--- src/inc/lcdhp_pkg.sv ---
// lcdhp_pkg: constants and carriers for the lcd driver host port block.
// assumes one 100 MHz clock domain; every pin is synchronised inside the block.
// Behaviour
// - link_select high parallel, low serial
// - serial: D7 data, D6 clock, rest floating
// - unselected chip floats all data lines
// - data_or_command high data, low control
// - initialize_n low holds settings at initial values
// - transfers only when both selects active
// - separate style: drive bus while read_strobe_n low
// - enable style: read pin is active-high enable
// - separate style: capture on store_strobe_n rise
// - enable style: write pin is direction
// - bus_style_select high enable, low separate
// - osc_source_select high enables internal oscillator
// - primary_role_select high generates timing, low follows
// - role and source set oscillator, power, pin directions
// - ac_phase_pin output master, input slave
// - blanking_n output master, input slave
// - static drive only master with indicator on
// - v5 divider strap honoured only as master
// - power level strap honoured only as master
// - serial msb first, byte on eighth edge
// - data_or_command sampled at every eighth edge
// - deselect clears shift register and counter
// - no read path in serial mode
package lcdhp_pkg;
	localparam logic [7:0] ADR_RX     = 8'h00;
	localparam logic [7:0] ADR_CTRL   = 8'h04;
	localparam logic [7:0] ADR_TXDATA = 8'h08;
	localparam logic [7:0] ADR_TXSTAT = 8'h0C;
	localparam logic [7:0] ADR_STAT   = 8'h10;
	localparam int RX_DC_BIT    = 8;
	localparam int RX_VALID_BIT = 9;
	localparam int CTRL_STATIC  = 0;
	localparam int CTRL_DISP_ON = 1;
	localparam logic [1:0] CTRL_RST = 2'h0;
	localparam logic [7:0] TX_RST   = 8'h00;
	localparam int TICK_HALF_DEF = 32;
	localparam int AC_TICKS_DEF  = 16;

	typedef struct packed {
		logic [7:0] data;
		logic       chip_select_low;
		logic       chip_select_high;
		logic       data_or_command;
		logic       rd_pin;
		logic       wr_pin;
		logic       link_select;
		logic       bus_style_select;
		logic       osc_source_select;
		logic       primary_role_select;
		logic       v5_divider_select;
		logic       supply_power_level;
		logic       initialize_n;
		logic       tick_in;
		logic       ac_in;
		logic       blank_in;
	} lcdhp_pins_s;

	typedef struct packed {
		logic [7:0] adr;
		logic [31:0] dat;
		logic [3:0] sel;
		logic       we;
		logic       cyc;
		logic       stb;
	} lcdhp_wbreq_s;
endpackage : lcdhp_pkg

--- src/rtl/lcdhp_port.sv ---
// lcdhp_port: host port, straps and display timing pins of the lcd driver.
// assumes a classic wishbone master on ref_clk; pins arrive asynchronously.
//
// Chosen here: the Wishbone slave port and the register addresses.
`timescale 1ns/1ns
`default_nettype none
module lcdhp_port #(
	parameter int TICK_HALF = lcdhp_pkg::TICK_HALF_DEF,
	parameter int AC_TICKS  = lcdhp_pkg::AC_TICKS_DEF
) (
	input  wire logic                   ref_clk,
	input  wire logic                   rst_n,
	input  wire lcdhp_pkg::lcdhp_pins_s pins_i,
	input  wire lcdhp_pkg::lcdhp_wbreq_s wb_i,
	output var  logic [31:0]            dat_o,
	output var  logic                   ack_o,
	output var  logic [7:0]             data_out,
	output var  logic [7:0]             data_oe_n,
	output var  logic                   tick_out,
	output var  logic                   tick_oe_n,
	output var  logic                   ac_out,
	output var  logic                   ac_oe_n,
	output var  logic                   blank_out_n,
	output var  logic                   blank_oe_n,
	output var  logic                   static_drive_out,
	output var  logic                   osc_enable,
	output var  logic                   power_enable,
	output var  logic                   v5_internal,
	output var  logic                   high_power
);
	import lcdhp_pkg::*;

	localparam int DW = $clog2(TICK_HALF + 1);
	localparam int AW = $clog2(AC_TICKS + 1);

	function automatic logic rise(input logic now, input logic prev);
		return now & ~prev;
	endfunction : rise

	lcdhp_pins_s s1_q, s2_q, s3_q;
	logic [7:0]  shreg_q, rx_q, tx_data_q, tx_stat_q;
	logic [2:0]  cnt_q;
	logic        rx_dc_q, rx_valid_q;
	logic [1:0]  ctrl_q;
	logic [DW-1:0] div_q;
	logic [AW-1:0] acc_q;
	logic        tick_q, ac_q;

	// pin synchronisers; the third stage only feeds edge detection
	always_ff @(posedge ref_clk or negedge rst_n) begin
		if (!rst_n) begin
			s1_q <= '0;
			s2_q <= '0;
			s3_q <= '0;
		end else begin
			s1_q <= pins_i;
			s2_q <= s1_q;
			s3_q <= s2_q;
		end
	end

	logic init, sel, par, estyle, master, osc_int;
	logic sep_wr, en_wr, ser_clk, ser_evt, par_evt, drive, rd_rx, wb_go;
	logic [7:0] ser_byte;
	assign init    = !s2_q.initialize_n;
	assign sel     = !s2_q.chip_select_low && s2_q.chip_select_high;
	assign par     = s2_q.link_select;
	assign estyle  = s2_q.bus_style_select;
	assign master  = s2_q.primary_role_select;
	assign osc_int = master && s2_q.osc_source_select;
	// host is trusted not to raise both strobes at once in separate style
	assign sep_wr  = !estyle && rise(s2_q.wr_pin, s3_q.wr_pin);
	assign en_wr   = estyle && !s2_q.wr_pin && rise(s3_q.rd_pin, s2_q.rd_pin);
	assign par_evt = sel && par && (sep_wr || en_wr);
	assign ser_clk = sel && !par && rise(s2_q.data[6], s3_q.data[6]);
	assign ser_evt = ser_clk && cnt_q == 3'd7;
	assign ser_byte = {shreg_q[6:0], s2_q.data[7]};
	assign drive   = sel && par && s2_q.wr_pin &&
		(estyle ? s2_q.rd_pin : !s2_q.rd_pin);
	assign wb_go   = wb_i.cyc && wb_i.stb && !ack_o;
	assign rd_rx   = wb_go && !wb_i.we && wb_i.adr == ADR_RX;

	// serial shift path, msb first; cleared whenever the chip is not active
	always_ff @(posedge ref_clk or negedge rst_n) begin
		if (!rst_n) begin
			shreg_q <= 8'h00;
			cnt_q   <= 3'd0;
		end else if (init || !sel || par) begin
			shreg_q <= 8'h00;
			cnt_q   <= 3'd0;
		end else if (ser_clk) begin
			shreg_q <= ser_byte;
			cnt_q   <= cnt_q + 3'd1;
		end
	end

	// received byte; a new byte beats a read that clears valid
	always_ff @(posedge ref_clk or negedge rst_n) begin
		if (!rst_n) begin
			rx_q       <= 8'h00;
			rx_dc_q    <= 1'b0;
			rx_valid_q <= 1'b0;
		end else if (init) begin
			rx_q       <= 8'h00;
			rx_dc_q    <= 1'b0;
			rx_valid_q <= 1'b0;
		end else if (ser_evt) begin
			rx_q       <= ser_byte;
			rx_dc_q    <= s2_q.data_or_command;
			rx_valid_q <= 1'b1;
		end else if (par_evt) begin
			rx_q       <= s2_q.data;
			rx_dc_q    <= s2_q.data_or_command;
			rx_valid_q <= 1'b1;
		end else if (rd_rx) begin
			rx_valid_q <= 1'b0;
		end
	end

	// host read path: display data or status by data_or_command
	always_ff @(posedge ref_clk or negedge rst_n) begin
		if (!rst_n) begin
			data_out  <= 8'h00;
			data_oe_n <= 8'hFF;
		end else begin
			data_out  <= s2_q.data_or_command ? tx_data_q : tx_stat_q;
			// serial mode and deselect never drive, so D0-D5 float too
			data_oe_n <= (drive && !init) ? 8'h00 : 8'hFF;
		end
	end

	// wishbone slave: one wait state, byte lane 0 carries writes
	always_ff @(posedge ref_clk or negedge rst_n) begin
		if (!rst_n) begin
			ack_o <= 1'b0;
			dat_o <= 32'h0000_0000;
		end else begin
			ack_o <= wb_go;
			dat_o <= 32'h0000_0000;
			if (wb_go && !wb_i.we) begin
				unique case (wb_i.adr)
					ADR_RX:     dat_o <= {22'h0, rx_valid_q, rx_dc_q, rx_q};
					ADR_CTRL:   dat_o <= {30'h0, ctrl_q};
					ADR_TXDATA: dat_o <= {24'h0, tx_data_q};
					ADR_TXSTAT: dat_o <= {24'h0, tx_stat_q};
					ADR_STAT:   dat_o <= {20'h0, cnt_q, s2_q.blank_in, s2_q.ac_in,
						s2_q.tick_in, s2_q.link_select, s2_q.bus_style_select,
						s2_q.osc_source_select, master, s2_q.v5_divider_select,
						s2_q.supply_power_level};
					default:    dat_o <= 32'h0000_0000;
				endcase
			end
		end
	end

	always_ff @(posedge ref_clk or negedge rst_n) begin
		if (!rst_n) begin
			ctrl_q    <= CTRL_RST;
			tx_data_q <= TX_RST;
			tx_stat_q <= TX_RST;
		end else if (init) begin
			ctrl_q    <= CTRL_RST;
			tx_data_q <= TX_RST;
			tx_stat_q <= TX_RST;
		end else if (wb_go && wb_i.we && wb_i.sel[0]) begin
			if (wb_i.adr == ADR_CTRL) ctrl_q <= wb_i.dat[1:0];
			if (wb_i.adr == ADR_TXDATA) tx_data_q <= wb_i.dat[7:0];
			if (wb_i.adr == ADR_TXSTAT) tx_stat_q <= wb_i.dat[7:0];
		end
	end

	// display timing: own divider, external tick, or follow the master
	logic tick_evt;
	assign tick_evt = osc_int ? (div_q == DW'(TICK_HALF - 1) && !tick_q)
		: rise(s2_q.tick_in, s3_q.tick_in);

	always_ff @(posedge ref_clk or negedge rst_n) begin
		if (!rst_n) begin
			div_q  <= '0;
			tick_q <= 1'b0;
		end else if (init || !osc_int) begin
			div_q  <= '0;
			tick_q <= 1'b0;
		end else if (div_q == DW'(TICK_HALF - 1)) begin
			div_q  <= '0;
			tick_q <= !tick_q;
		end else begin
			div_q  <= div_q + 1'b1;
		end
	end

	always_ff @(posedge ref_clk or negedge rst_n) begin
		if (!rst_n) begin
			acc_q <= '0;
			ac_q  <= 1'b0;
		end else if (init || !master) begin
			acc_q <= '0;
			ac_q  <= 1'b0;
		end else if (tick_evt) begin
			if (acc_q == AW'(AC_TICKS - 1)) begin
				acc_q <= '0;
				ac_q  <= !ac_q;
			end else begin
				acc_q <= acc_q + 1'b1;
			end
		end
	end

	logic phase;
	assign phase = master ? ac_q : s2_q.ac_in;

	always_ff @(posedge ref_clk or negedge rst_n) begin
		if (!rst_n) begin
			tick_out         <= 1'b0;
			tick_oe_n        <= 1'b1;
			ac_out           <= 1'b0;
			ac_oe_n          <= 1'b1;
			blank_out_n      <= 1'b0;
			blank_oe_n       <= 1'b1;
			static_drive_out <= 1'b0;
			osc_enable       <= 1'b0;
			power_enable     <= 1'b0;
			v5_internal      <= 1'b0;
			high_power       <= 1'b0;
		end else begin
			tick_out         <= tick_q;
			tick_oe_n        <= !osc_int;
			ac_out           <= ac_q;
			ac_oe_n          <= !master;
			blank_out_n      <= ctrl_q[CTRL_DISP_ON];
			blank_oe_n       <= !master;
			static_drive_out <= master && ctrl_q[CTRL_STATIC] && phase;
			osc_enable       <= osc_int;
			power_enable     <= master;
			v5_internal      <= master && s2_q.v5_divider_select;
			high_power       <= master && !s2_q.supply_power_level;
		end
	end
endmodule : lcdhp_port
`default_nettype wire

--- config.mk ---
export PLATFORM = sky130hd
export DESIGN_NAME = lcdhp_port
export DESIGN_NICKNAME = d
export VERILOG_FILES = /design/src/inc/lcdhp_pkg.sv /design/src/rtl/lcdhp_port.sv
export SDC_FILE = /design/constraint.sdc
export NUM_CORES = 1
export LEC_CHECK = 0
export ABC_AREA = 1
export BUFFER_PORTS_ARGS = -buffer_cell sky130_fd_sc_hd__clkbuf_2
export CORE_MARGIN = 2
export CORE_UTILIZATION = 35
export DETAILED_ROUTE_END_ITERATION = 16
export PLACE_DENSITY_LB_ADDON = 0.12
export SYNTH_ARGS = -nofsm -noshare
export SYNTH_HDL_FRONTEND = slang
export SYNTH_SLANG_ARGS = --single-unit
export TNS_END_PERCENT = 10
--- constraint.sdc ---
create_clock -name ref_clk -period 1.67 [get_ports ref_clk]
set_input_delay 0.167 -clock ref_clk [delete_from_list [all_inputs] [get_ports ref_clk]]
set_output_delay 0.167 -clock ref_clk [all_outputs]
set_load 0.02 [all_outputs]
* Word-level counts from Yosys, hierarchy flattened
Cells that the tools add are included.
** Storage, ports and cells
- Word-level logic and storage cells :: 178
- Bits in registers :: 166
- Output and inout bits :: 60
- Bits of input ports :: 72
** Cells by class
- Eq/ne operators :: 13
- Multiplexer cells :: 40
- Add/subtract/negate cells :: 3
- Reduce and logical (&&, ||, !) cells :: 52
- Bitwise operators :: 8
** Operator list (count)
- two-way mux 8 bit :: 11
- case mux 12 bit (5 select lines) :: 1
- two-way mux 32 bit :: 1
- logical AND 1 bit :: 24
- == test 8 x 4 -> 1 bit, second input constant :: 2
- two-way mux 1 bit :: 15
- two-way mux 5 bit :: 3
- zero test 1 bit :: 14
- two-way mux 7 bit :: 2
- two-way mux 6 bit :: 2
- == test 8 x 3 -> 1 bit, second input constant :: 1
- == test 8 x 5 -> 1 bit, second input constant :: 1
- zero test 8 bit :: 1
- inequality test 2 x 1 -> 1 bit, second input constant :: 4
- AND reduction 2 bit :: 4
- nonzero test 2 bit :: 4
- adder 6 x 1 -> 6 bit, second input constant :: 1
- == test 6 x 5 -> 1 bit, second input constant :: 1
- two-way mux 2 bit :: 3
- two-way mux 3 bit :: 2
- adder 5 x 1 -> 5 bit, second input constant :: 1
- == test 5 x 4 -> 1 bit, second input constant :: 1
- logical OR 1 bit :: 5
- bitwise AND 1 bit :: 4
- other kinds (5) :: 8

* Logic depth before layout (Yosys ltp)
Gate-level depths: netlist (run 1).
- Depth after elaboration :: 8
- Mapped depth :: 9
- Mapped depth without buffers :: 8

* Worst setup path before layout (run 1)
Ideal clock, no wire load.
- Path kind :: reg-to-reg
- Start point :: reg cnt_q[0]
- End point :: reg rx_q[0]
- Path buffers :: 1
- Setup time :: 65 ps
- Data required time :: 1605 ps
- Arrival time :: 1419 ps
- Period minus slack after synthesis :: 1484 ps
- Slack :: 186 ps
- Cell stages (with the launch flop) :: 9
- Path through :: dfrtp_1 -> ha_1 -> ha_1 -> clkbuf_2 -> nand3_4 -> nand2_4 -> nor2_2 -> nand2_1 -> nand2_1
** Between the ends
- Longest elaborated chain between the ends :: 4
- Elaborated cells on any way between the ends :: 5
- Classes of those cells :: 2 x eq/ne; 2 x mux; 1 x reduce/logical
** Ends and longest elaborated chain
- start, declared :: RTL line lcdhp_port.sv:42 : logic [2:0] cnt_q;
- start signal, assigned :: RTL line lcdhp_port.sv:93 : cnt_q <= cnt_q + 3'd1;
- == test 3 bit * :: RTL line lcdhp_port.sv:76 : assign ser_evt = ser_clk && cnt_q == 3'd7;
- logical AND 1 bit * :: RTL line lcdhp_port.sv:76
- two-way mux 8 bit :: RTL line lcdhp_port.sv:107 : end else if (ser_evt) begin
- two-way mux 8 bit :: RTL line lcdhp_port.sv:103 : end else if (init) begin
- end signal, assigned :: RTL line lcdhp_port.sv:108 : rx_q <= ser_byte;
- end signal, assigned :: RTL line lcdhp_port.sv:112 : rx_q <= s2_q.data;
- end, declared :: RTL line lcdhp_port.sv:41 : logic [7:0] shreg_q, rx_q, tx_data_q, tx_stat_q;
Mark *: on every way between the ends. The rest lies on a longest branch, timed or not.
A chain may end at the register's enable or synchronous reset.

* Worst setup path after layout (run 1)
- Start point :: reg div_q[0]
- End point :: reg ac_q
** Between the ends
- Longest elaborated chain between the ends :: 5
** Ends and longest elaborated chain
- start, declared :: RTL line lcdhp_port.sv:45 : logic [DW-1:0] div_q;
- start signal, assigned :: RTL line lcdhp_port.sv:188 : div_q <= div_q + 1'b1;
- == test 6 x 5 -> 1 bit :: RTL line lcdhp_port.sv:174 : assign tick_evt = osc_int ? (div_q == DW'(TICK_HALF - 1) && !tick_q)
- logical AND 1 bit :: RTL line lcdhp_port.sv:174
- two-way mux 1 bit :: RTL line lcdhp_port.sv:174
- nonzero test 2 bit (no source line)
- AND reduction 2 bit (no source line)
- end signal, assigned :: RTL line lcdhp_port.sv:202 : ac_q <= !ac_q;
- end, declared :: RTL line lcdhp_port.sv:47 : logic tick_q, ac_q;
No other way between the ends.

==> flow_summary.json, run 1 <==
{
  "status": "completed",
  "min_path_type": "in -> reg",
  "buffer_ports.inserted": 84,
  "seq_area_frac_synth_pct": 60.24,
  "cp.arrival_ns": 1.81,
  "grt.overflow.total": 0,
  "synth_warnings": 0,
  "placed_area_um2": 6097,
  "grt_pass1_wl_um": 19210,
  "setup_tns_ns": 0,
  "grt_usage_pct": 15.16,
  "critPathCaptureType": "flop",
  "wl_per_cell_um": 13.27,
  "synth_commonest_cells": "dfrtp_1, nand2_1, nand3_1",
  "core-area_um2": 15310,
  "maxCapViolations": 0,
  "pwr-share-comb_pct": 6.1,
  "synth_flop_cell": "dfrtp_1",
  "design_area_um2": 6987,
  "yosysMostFrequentCell": "dfrtp_1",
  "whs_ns": 0.02251,
  "ant_nets": 0,
  "critical_path_class": "reg -> reg",
  "cts_buffers": 17,
  "internal_power_w": 0.005862,
  "die_x_um": 129.7,
  "num_rows": 45,
  "critPathMaxFanout": 8,
  "power.leakage_nw": 3.447,
  "place_congestion": 0.7560,
  "vias": 3875,
  "nNetsFinal": 719,
  "post-route-period-util_pct": 89.84,
  "finalCriticalPeriod_ns": 1.500,
  "path_clk_slew_ns": 0.06,
  "cts_setup_buffers": 0,
  "drc": 0,
  "fin_worst_skew_ns": 0.008729,
  "powerDensity_nw_per_um2": 1086,
  "hpwlAfterDp_um": 8115,
  "cts-root-buf": "clkbuf_16",
  "drtIter0Drc": 179,
  "p_sw_share_pct": 22.73,
  "syn-cell-area_um2": 5532,
  "drv_slew": 0,
  "synth_top_area_cell": "dfrtp_1",
  "cts-htree-levels": 4,
  "dieArea_um2": 16830,
  "placed_cells": 807,
  "synth_edf_count": 0,
  "synthTopCellsByArea": "dfrtp_1, nand2_1, nand3_1",
  "ir_drop_mv": 0.7550,
  "grt_pass1_vias": 3911,
  "pwr-share-seq_pct": 44.4,
  "drt-vias-per-instance": 4.469,
  "antenna_found_initial": 0,
  "syn2layout_area_growth_pct": 26.31,
  "yosysTopAreaCellShare_pct": 58.81,
  "wl_um": 11510,
  "firstDrtPassIters": 4,
  "synth-async-reset-ratio_pct": 100.0,
  "antenna_cells": 0,
  "finalSetupViolations": 0,
  "rsz0062_at_grt": "false",
  "clkLatencyLatePin_ns": 0.42,
  "fin_cells": 867,
  "fmax_ghz": 0.6665,
  "avgSynthCellArea_um2": 10.64,
  "cts_tree": "built",
  "synthCells": 520,
  "grt_start_max_net_pins": 52,
  "synthDistinctLibCells": 40,
  "drive_gt1_share_pct": 28.05,
  "clockPowerShare_pct": 49.6,
  "p_sw_w": 0.001725,
  "cts.path.max_buffers": 2,
  "cp-start-kind": "flop",
  "io-pin-count": 132,
  "synth-seq-cells": 133,
  "clock_sinks": 133,
  "die_h_um": 129.7,
  "utilization_pct": 45.62,
  "start_util_pct": 36.12,
  "cp.required_ns": 1.98,
  "hold_viol_final": 0
}
## worst paths after layout
kind / end / slack, ns / start / cells after the start
worst max-delay path: ac_q / 0.17 / div_q[0] / 8
worst min-delay path: tx_stat_q[6] / 0.02 / wb_i[13] / 3
worst max register to register: ac_q / 0.17 / div_q[0] / 8
worst min register to register: s2_q[2] / 0.34 / s1_q[2] / 0
max in group asynchronous: tick_oe_n / 0.76 / rst_n / 3
min in group asynchronous: s1_q[1] / 0.25 / rst_n / 2
## power groups by stage
stage	Sequential (W)	Clock, W	Combinational, W
2_1_floorplan	0.00343	0	0.000238
3_3_place_gp	0.00342	0	0.000411
3_5_place_dp	0.00342	0	0.000417
4_1_cts	0.00337	0.00385	0.000469
5_1_grt	0.00337	0.00402	0.000519
6_report	0.00336	0.00376	0.000461
## sequential cells by signal, indices dropped and copies added, names as in the netlist, 2 cells and up
| register | cells |
|---|---|
| tx_stat_q | 8 |
| data_out | 8 |
| ctrl_q | 2 |
| div_q | 6 |
| dat_o | 12 |
| s1_q | 23 |
| acc_q | 5 |
| s3_q | 4 |
| s2_q | 20 |
| shreg_q | 7 |
| cnt_q | 3 |
| tx_data_q | 8 |
| rx_q | 8 |
## per-stage QoR
step                      setup WS, ns  total power, W
after floorplan                 0.1859        0.003669
after global placement          0.1493        0.003833
after detailed placement       0.09471        0.003841
after CTS                      0.08336        0.007688
after global routing           0.03115        0.007913
final                           0.1697        0.007587
## cells in the final DEF (no fill, tap or decap), drive strengths merged
master       netlist  final
or2                1      1
and2               1      1
mux2               3      3
clkbuf             1    103
clkinv             0      3
a31oi              1      1
inv               42     43
nand3             73     73
a21oi              7      7
o21ai             31     31
buf               39     14
dfstp              3      3
nor3               1      1
conb               1     20
nand2            100    100
xnor2              1      1
nor3b              1      1
dfrtp            130    130
and3               1      1
dlygate4sd3        0     28
xor2               3      3
clkinvlp           0      5
nand3b             2      2
ha                 4      4
nor2              56     56
nand4             11     11
bufinv             0      3
o2111ai            1      1
o22ai              6      6
## kinds of logic after synthesis
family                     count (synthesis)  share of synthesized area, %
muxes                                      3                        0.6107
AOI/OAI and AO/OA                         46                         5.135
buffers and inverters                     82                         8.754
other                                      1                       0.06779
adders and majority gates                  4                        0.9048
xor gates and xnor gates                   4                        0.6335
DFF                                      133                         60.24
and+or+nand+nor                          247                         23.66
## critical path, cell delays in order, from the launching register on
cell and delay [ns]:
dfrtp_1 0.37, ha_1 0.20, nand3_1 0.14, nor2_2 0.18, nand3_2 0.16, nand2_2 0.18, nand2_1 0.07, nand2_1 0.06
nand2_1 0.04
## what timing repair did
| action | 4_1_cts | 5_1_grt |
|---|---|---|
| hold buffers | 28 | 0 |
| resized for setup | 0 | 2 |
| hold endpoints to repair | 71 | 0 |
| endpoints found under the setup margin | 0 | 9 |
## area by class of cell
class	instances	area [um^2]
multi-input cells	324	1794
clock buffers	20	446.7
fillers	1494	8328
flip-flops and latches	133	3332
clock inverters	12	155.1
well taps	211	264.0
repair buffers	125	829.5
inverters	42	165.2
## metal layers
metal	vias to the layer above	track usage [%]	part of all wire (%)
li1	1897	-	-
met3	10	4.510	5.7
met2	103	24.33	50
met5	-	0	0
met4	0	6.831	1.0
met1	1865	19.05	44
(Power assumes the default switching activity.)
==> run 2, diff against run 1 <==
--- a/config.mk
+++ b/config.mk
@@ -11,6 +11,8 @@
 export CORE_UTILIZATION = 35
 export DETAILED_ROUTE_END_ITERATION = 16
 export PLACE_DENSITY_LB_ADDON = 0.12
+export RECOVER_POWER = 100
+export SKIP_LAST_GASP = 1
 export SYNTH_ARGS = -nofsm -noshare
 export SYNTH_HDL_FRONTEND = slang
 export SYNTH_SLANG_ARGS = --single-unit
==> flow_summary.json, run 2 (synthesis results as in run 1) <==
{
  "status": "completed",
  "final_common_cell": "dfrtp_1",
  "cpPeakStageDelay_ns": 0.40,
  "cts.path.max_buffers": 2,
  "core-area_um2": 15310,
  "largest_reg_flops": 23,
  "clkLatencyLatePin_ns": 0.42,
  "dieArea_um2": 16830,
  "ir_drop_mv": 0.7546,
  "grt_usage_pct": 15.16,
  "crit_chain": "ha_1 -> ha_1 -> nand3_4 -> nand2_4 -> nor2_2 -> nand2_1 -> nand2_1",
  "drt-vias-per-instance": 4.471,
  "crit_path_top_delay_cell": "dfrtp_1",
  "critical_path_class": "reg -> reg",
  "p_sw_share_pct": 22.67,
  "finalSetupViolations": 0,
  "power.leakage_nw": 3.284,
  "cts-htree-levels": 4,
  "crit_family": "simple AND/OR/NAND/NOR gates",
  "vias": 3876,
  "drive_gt1_share_pct": 19.97,
  "powerDensity_nw_per_um2": 1103,
  "buffer_ports.inserted": 84,
  "hold_viol_final": 0,
  "grt_start_max_net_pins": 52,
  "die_x_um": 129.7,
  "grt_pass1_vias": 3911,
  "n_fill_cell": 1515,
  "multi_input_area_um2": 1740,
  "wl_per_cell_um": 13.30,
  "reg.largest.list": "s1_q (23), s2_q (20), dat_o (12)",
  "num_rows": 45,
  "p_total_w": 0.007559,
  "utilization_pct": 44.74,
  "cp.required_ns": 2.03,
  "start_util_pct": 36.12,
  "slew-limit-headroom_pct": 21.53,
  "antenna_found_initial": 0,
  "fin_worst_skew_ns": 0.007128,
  "tightest_slew_ns": 1.177,
  "clock_sinks": 133,
  "critPathCaptureType": "flop",
  "cts_buffers": 17,
  "placed_cells": 807,
  "fin_cells": 867,
  "path_clk_slew_ns": 0.06,
  "cp.arrival_ns": 1.94,
  "io-pin-count": 132,
  "cp-start-kind": "flop",
  "die_h_um": 129.7,
  "final_cell_mix": "dfrtp_1, nand2_1, nand3_1",
  "p_sw_w": 0.001713,
  "place_congestion": 0.7560,
  "nNetsFinal": 719,
  "crit_buf_inv": 0,
  "grt_pass1_wl_um": 19210,
  "maxCapViolations": 0,
  "regMostFlops": "s1_q",
  "firstDrtPassIters": 4,
  "min_path_type": "in -> reg",
  "ant_nets": 0,
  "pwr-share-seq_pct": 44.5,
  "internal_power_w": 0.005846,
  "critPathMaxFanout": 9,
  "setup_tns_ns": 0,
  "fmax_ghz": 0.6332,
  "drv_slew": 0,
  "cts_tree": "built",
  "drc": 0,
  "clockPowerShare_pct": 49.7,
  "cts-root-buf": "clkbuf_16",
  "whs_ns": 0.02039,
  "wl_um": 11530,
  "seq_area_um2": 3332,
  "drtIter0Drc": 228,
  "pwr-share-comb_pct": 5.8,
  "syn2layout_area_growth_pct": 23.86,
  "antenna_cells": 0,
  "post-route-period-util_pct": 94.57,
  "rsz0062_at_grt": "true",
  "finalCriticalPeriod_ns": 1.579,
  "grt.overflow.total": 0,
  "hpwlAfterDp_um": 8115
}
==> run 2: path summary, 6_finish.rpt <==
| path | from | end | slack [ns] | cells after the start |
|---|---|---|---|---|
| setup / recovery | cnt_q[1] | rx_q[2] | 0.09 | 7 |
| hold / removal | wb_i[13] | tx_stat_q[6] | 0.02 | 3 |
| setup reg to reg | cnt_q[1] | rx_q[2] | 0.09 | 7 |
| hold reg to reg | s1_q[2] | s2_q[2] | 0.34 | 0 |
| max in group asynchronous | rst_n | tick_oe_n | 0.25 | 3 |
| min in group asynchronous | rst_n | s1_q[1] | 0.52 | 2 |
==> run 2: per-stage QoR <==
stage	worst slack, ns	cell area (um^2)
after detailed placement	0.09471	6097
after floorplan	0.1859	5603
final	0.09076	6852
after global routing	-0.04718	6852
after global placement	0.1493	6097
after CTS	0.08336	6979
==> run 2: power by group through the flow <==
| stage | logic [W] | clock network, W | registers [W] |
|---|---|---|---|
| final | 0.000439 | 0.00376 | 0.00336 |
| after global routing | 0.000498 | 0.00402 | 0.00337 |
| after CTS | 0.000469 | 0.00385 | 0.00337 |
| after detailed placement | 0.000417 | 0 | 0.00342 |
| after global placement | 0.000411 | 0 | 0.00342 |
| after floorplan | 0.000238 | 0 | 0.00343 |
==> run 2: cell type report <==
type | count | share of cell area, %
Sequential cell | 133 | 48.63
Multi-Input combinational cell | 324 | 25.40
Timing Repair Buffer | 125 | 10.92
Clock buffer | 20 | 6.519
Tap cell | 211 | 3.853
Inverter | 42 | 2.411
Clock inverter | 12 | 2.264
==> run 2: layer usage <==
metal / GRT usage (%) / up-vias / share of wire (%)
li1: - / 1896 / -
met4: 6.831 / 0 / 1.4
met5: 0 / - / 0
met2: 24.33 / 98 / 49
met1: 19.05 / 1869 / 44
met3: 4.510 / 13 / 4.9
==> run 2: timing repair <==
item	4_1_cts	5_1_grt
setup endpoints to repair	0	9
setup buffers	0	0
endpoints found under the hold margin	71	0
gates resized for setup	0	1
hold buffers	28	0
==> run 2: tightest hold or removal path, cell delays in order <==
cell and delay (ns):
clkbuf_2 0.08, nand2_1 0.09, o21ai_1 0.06
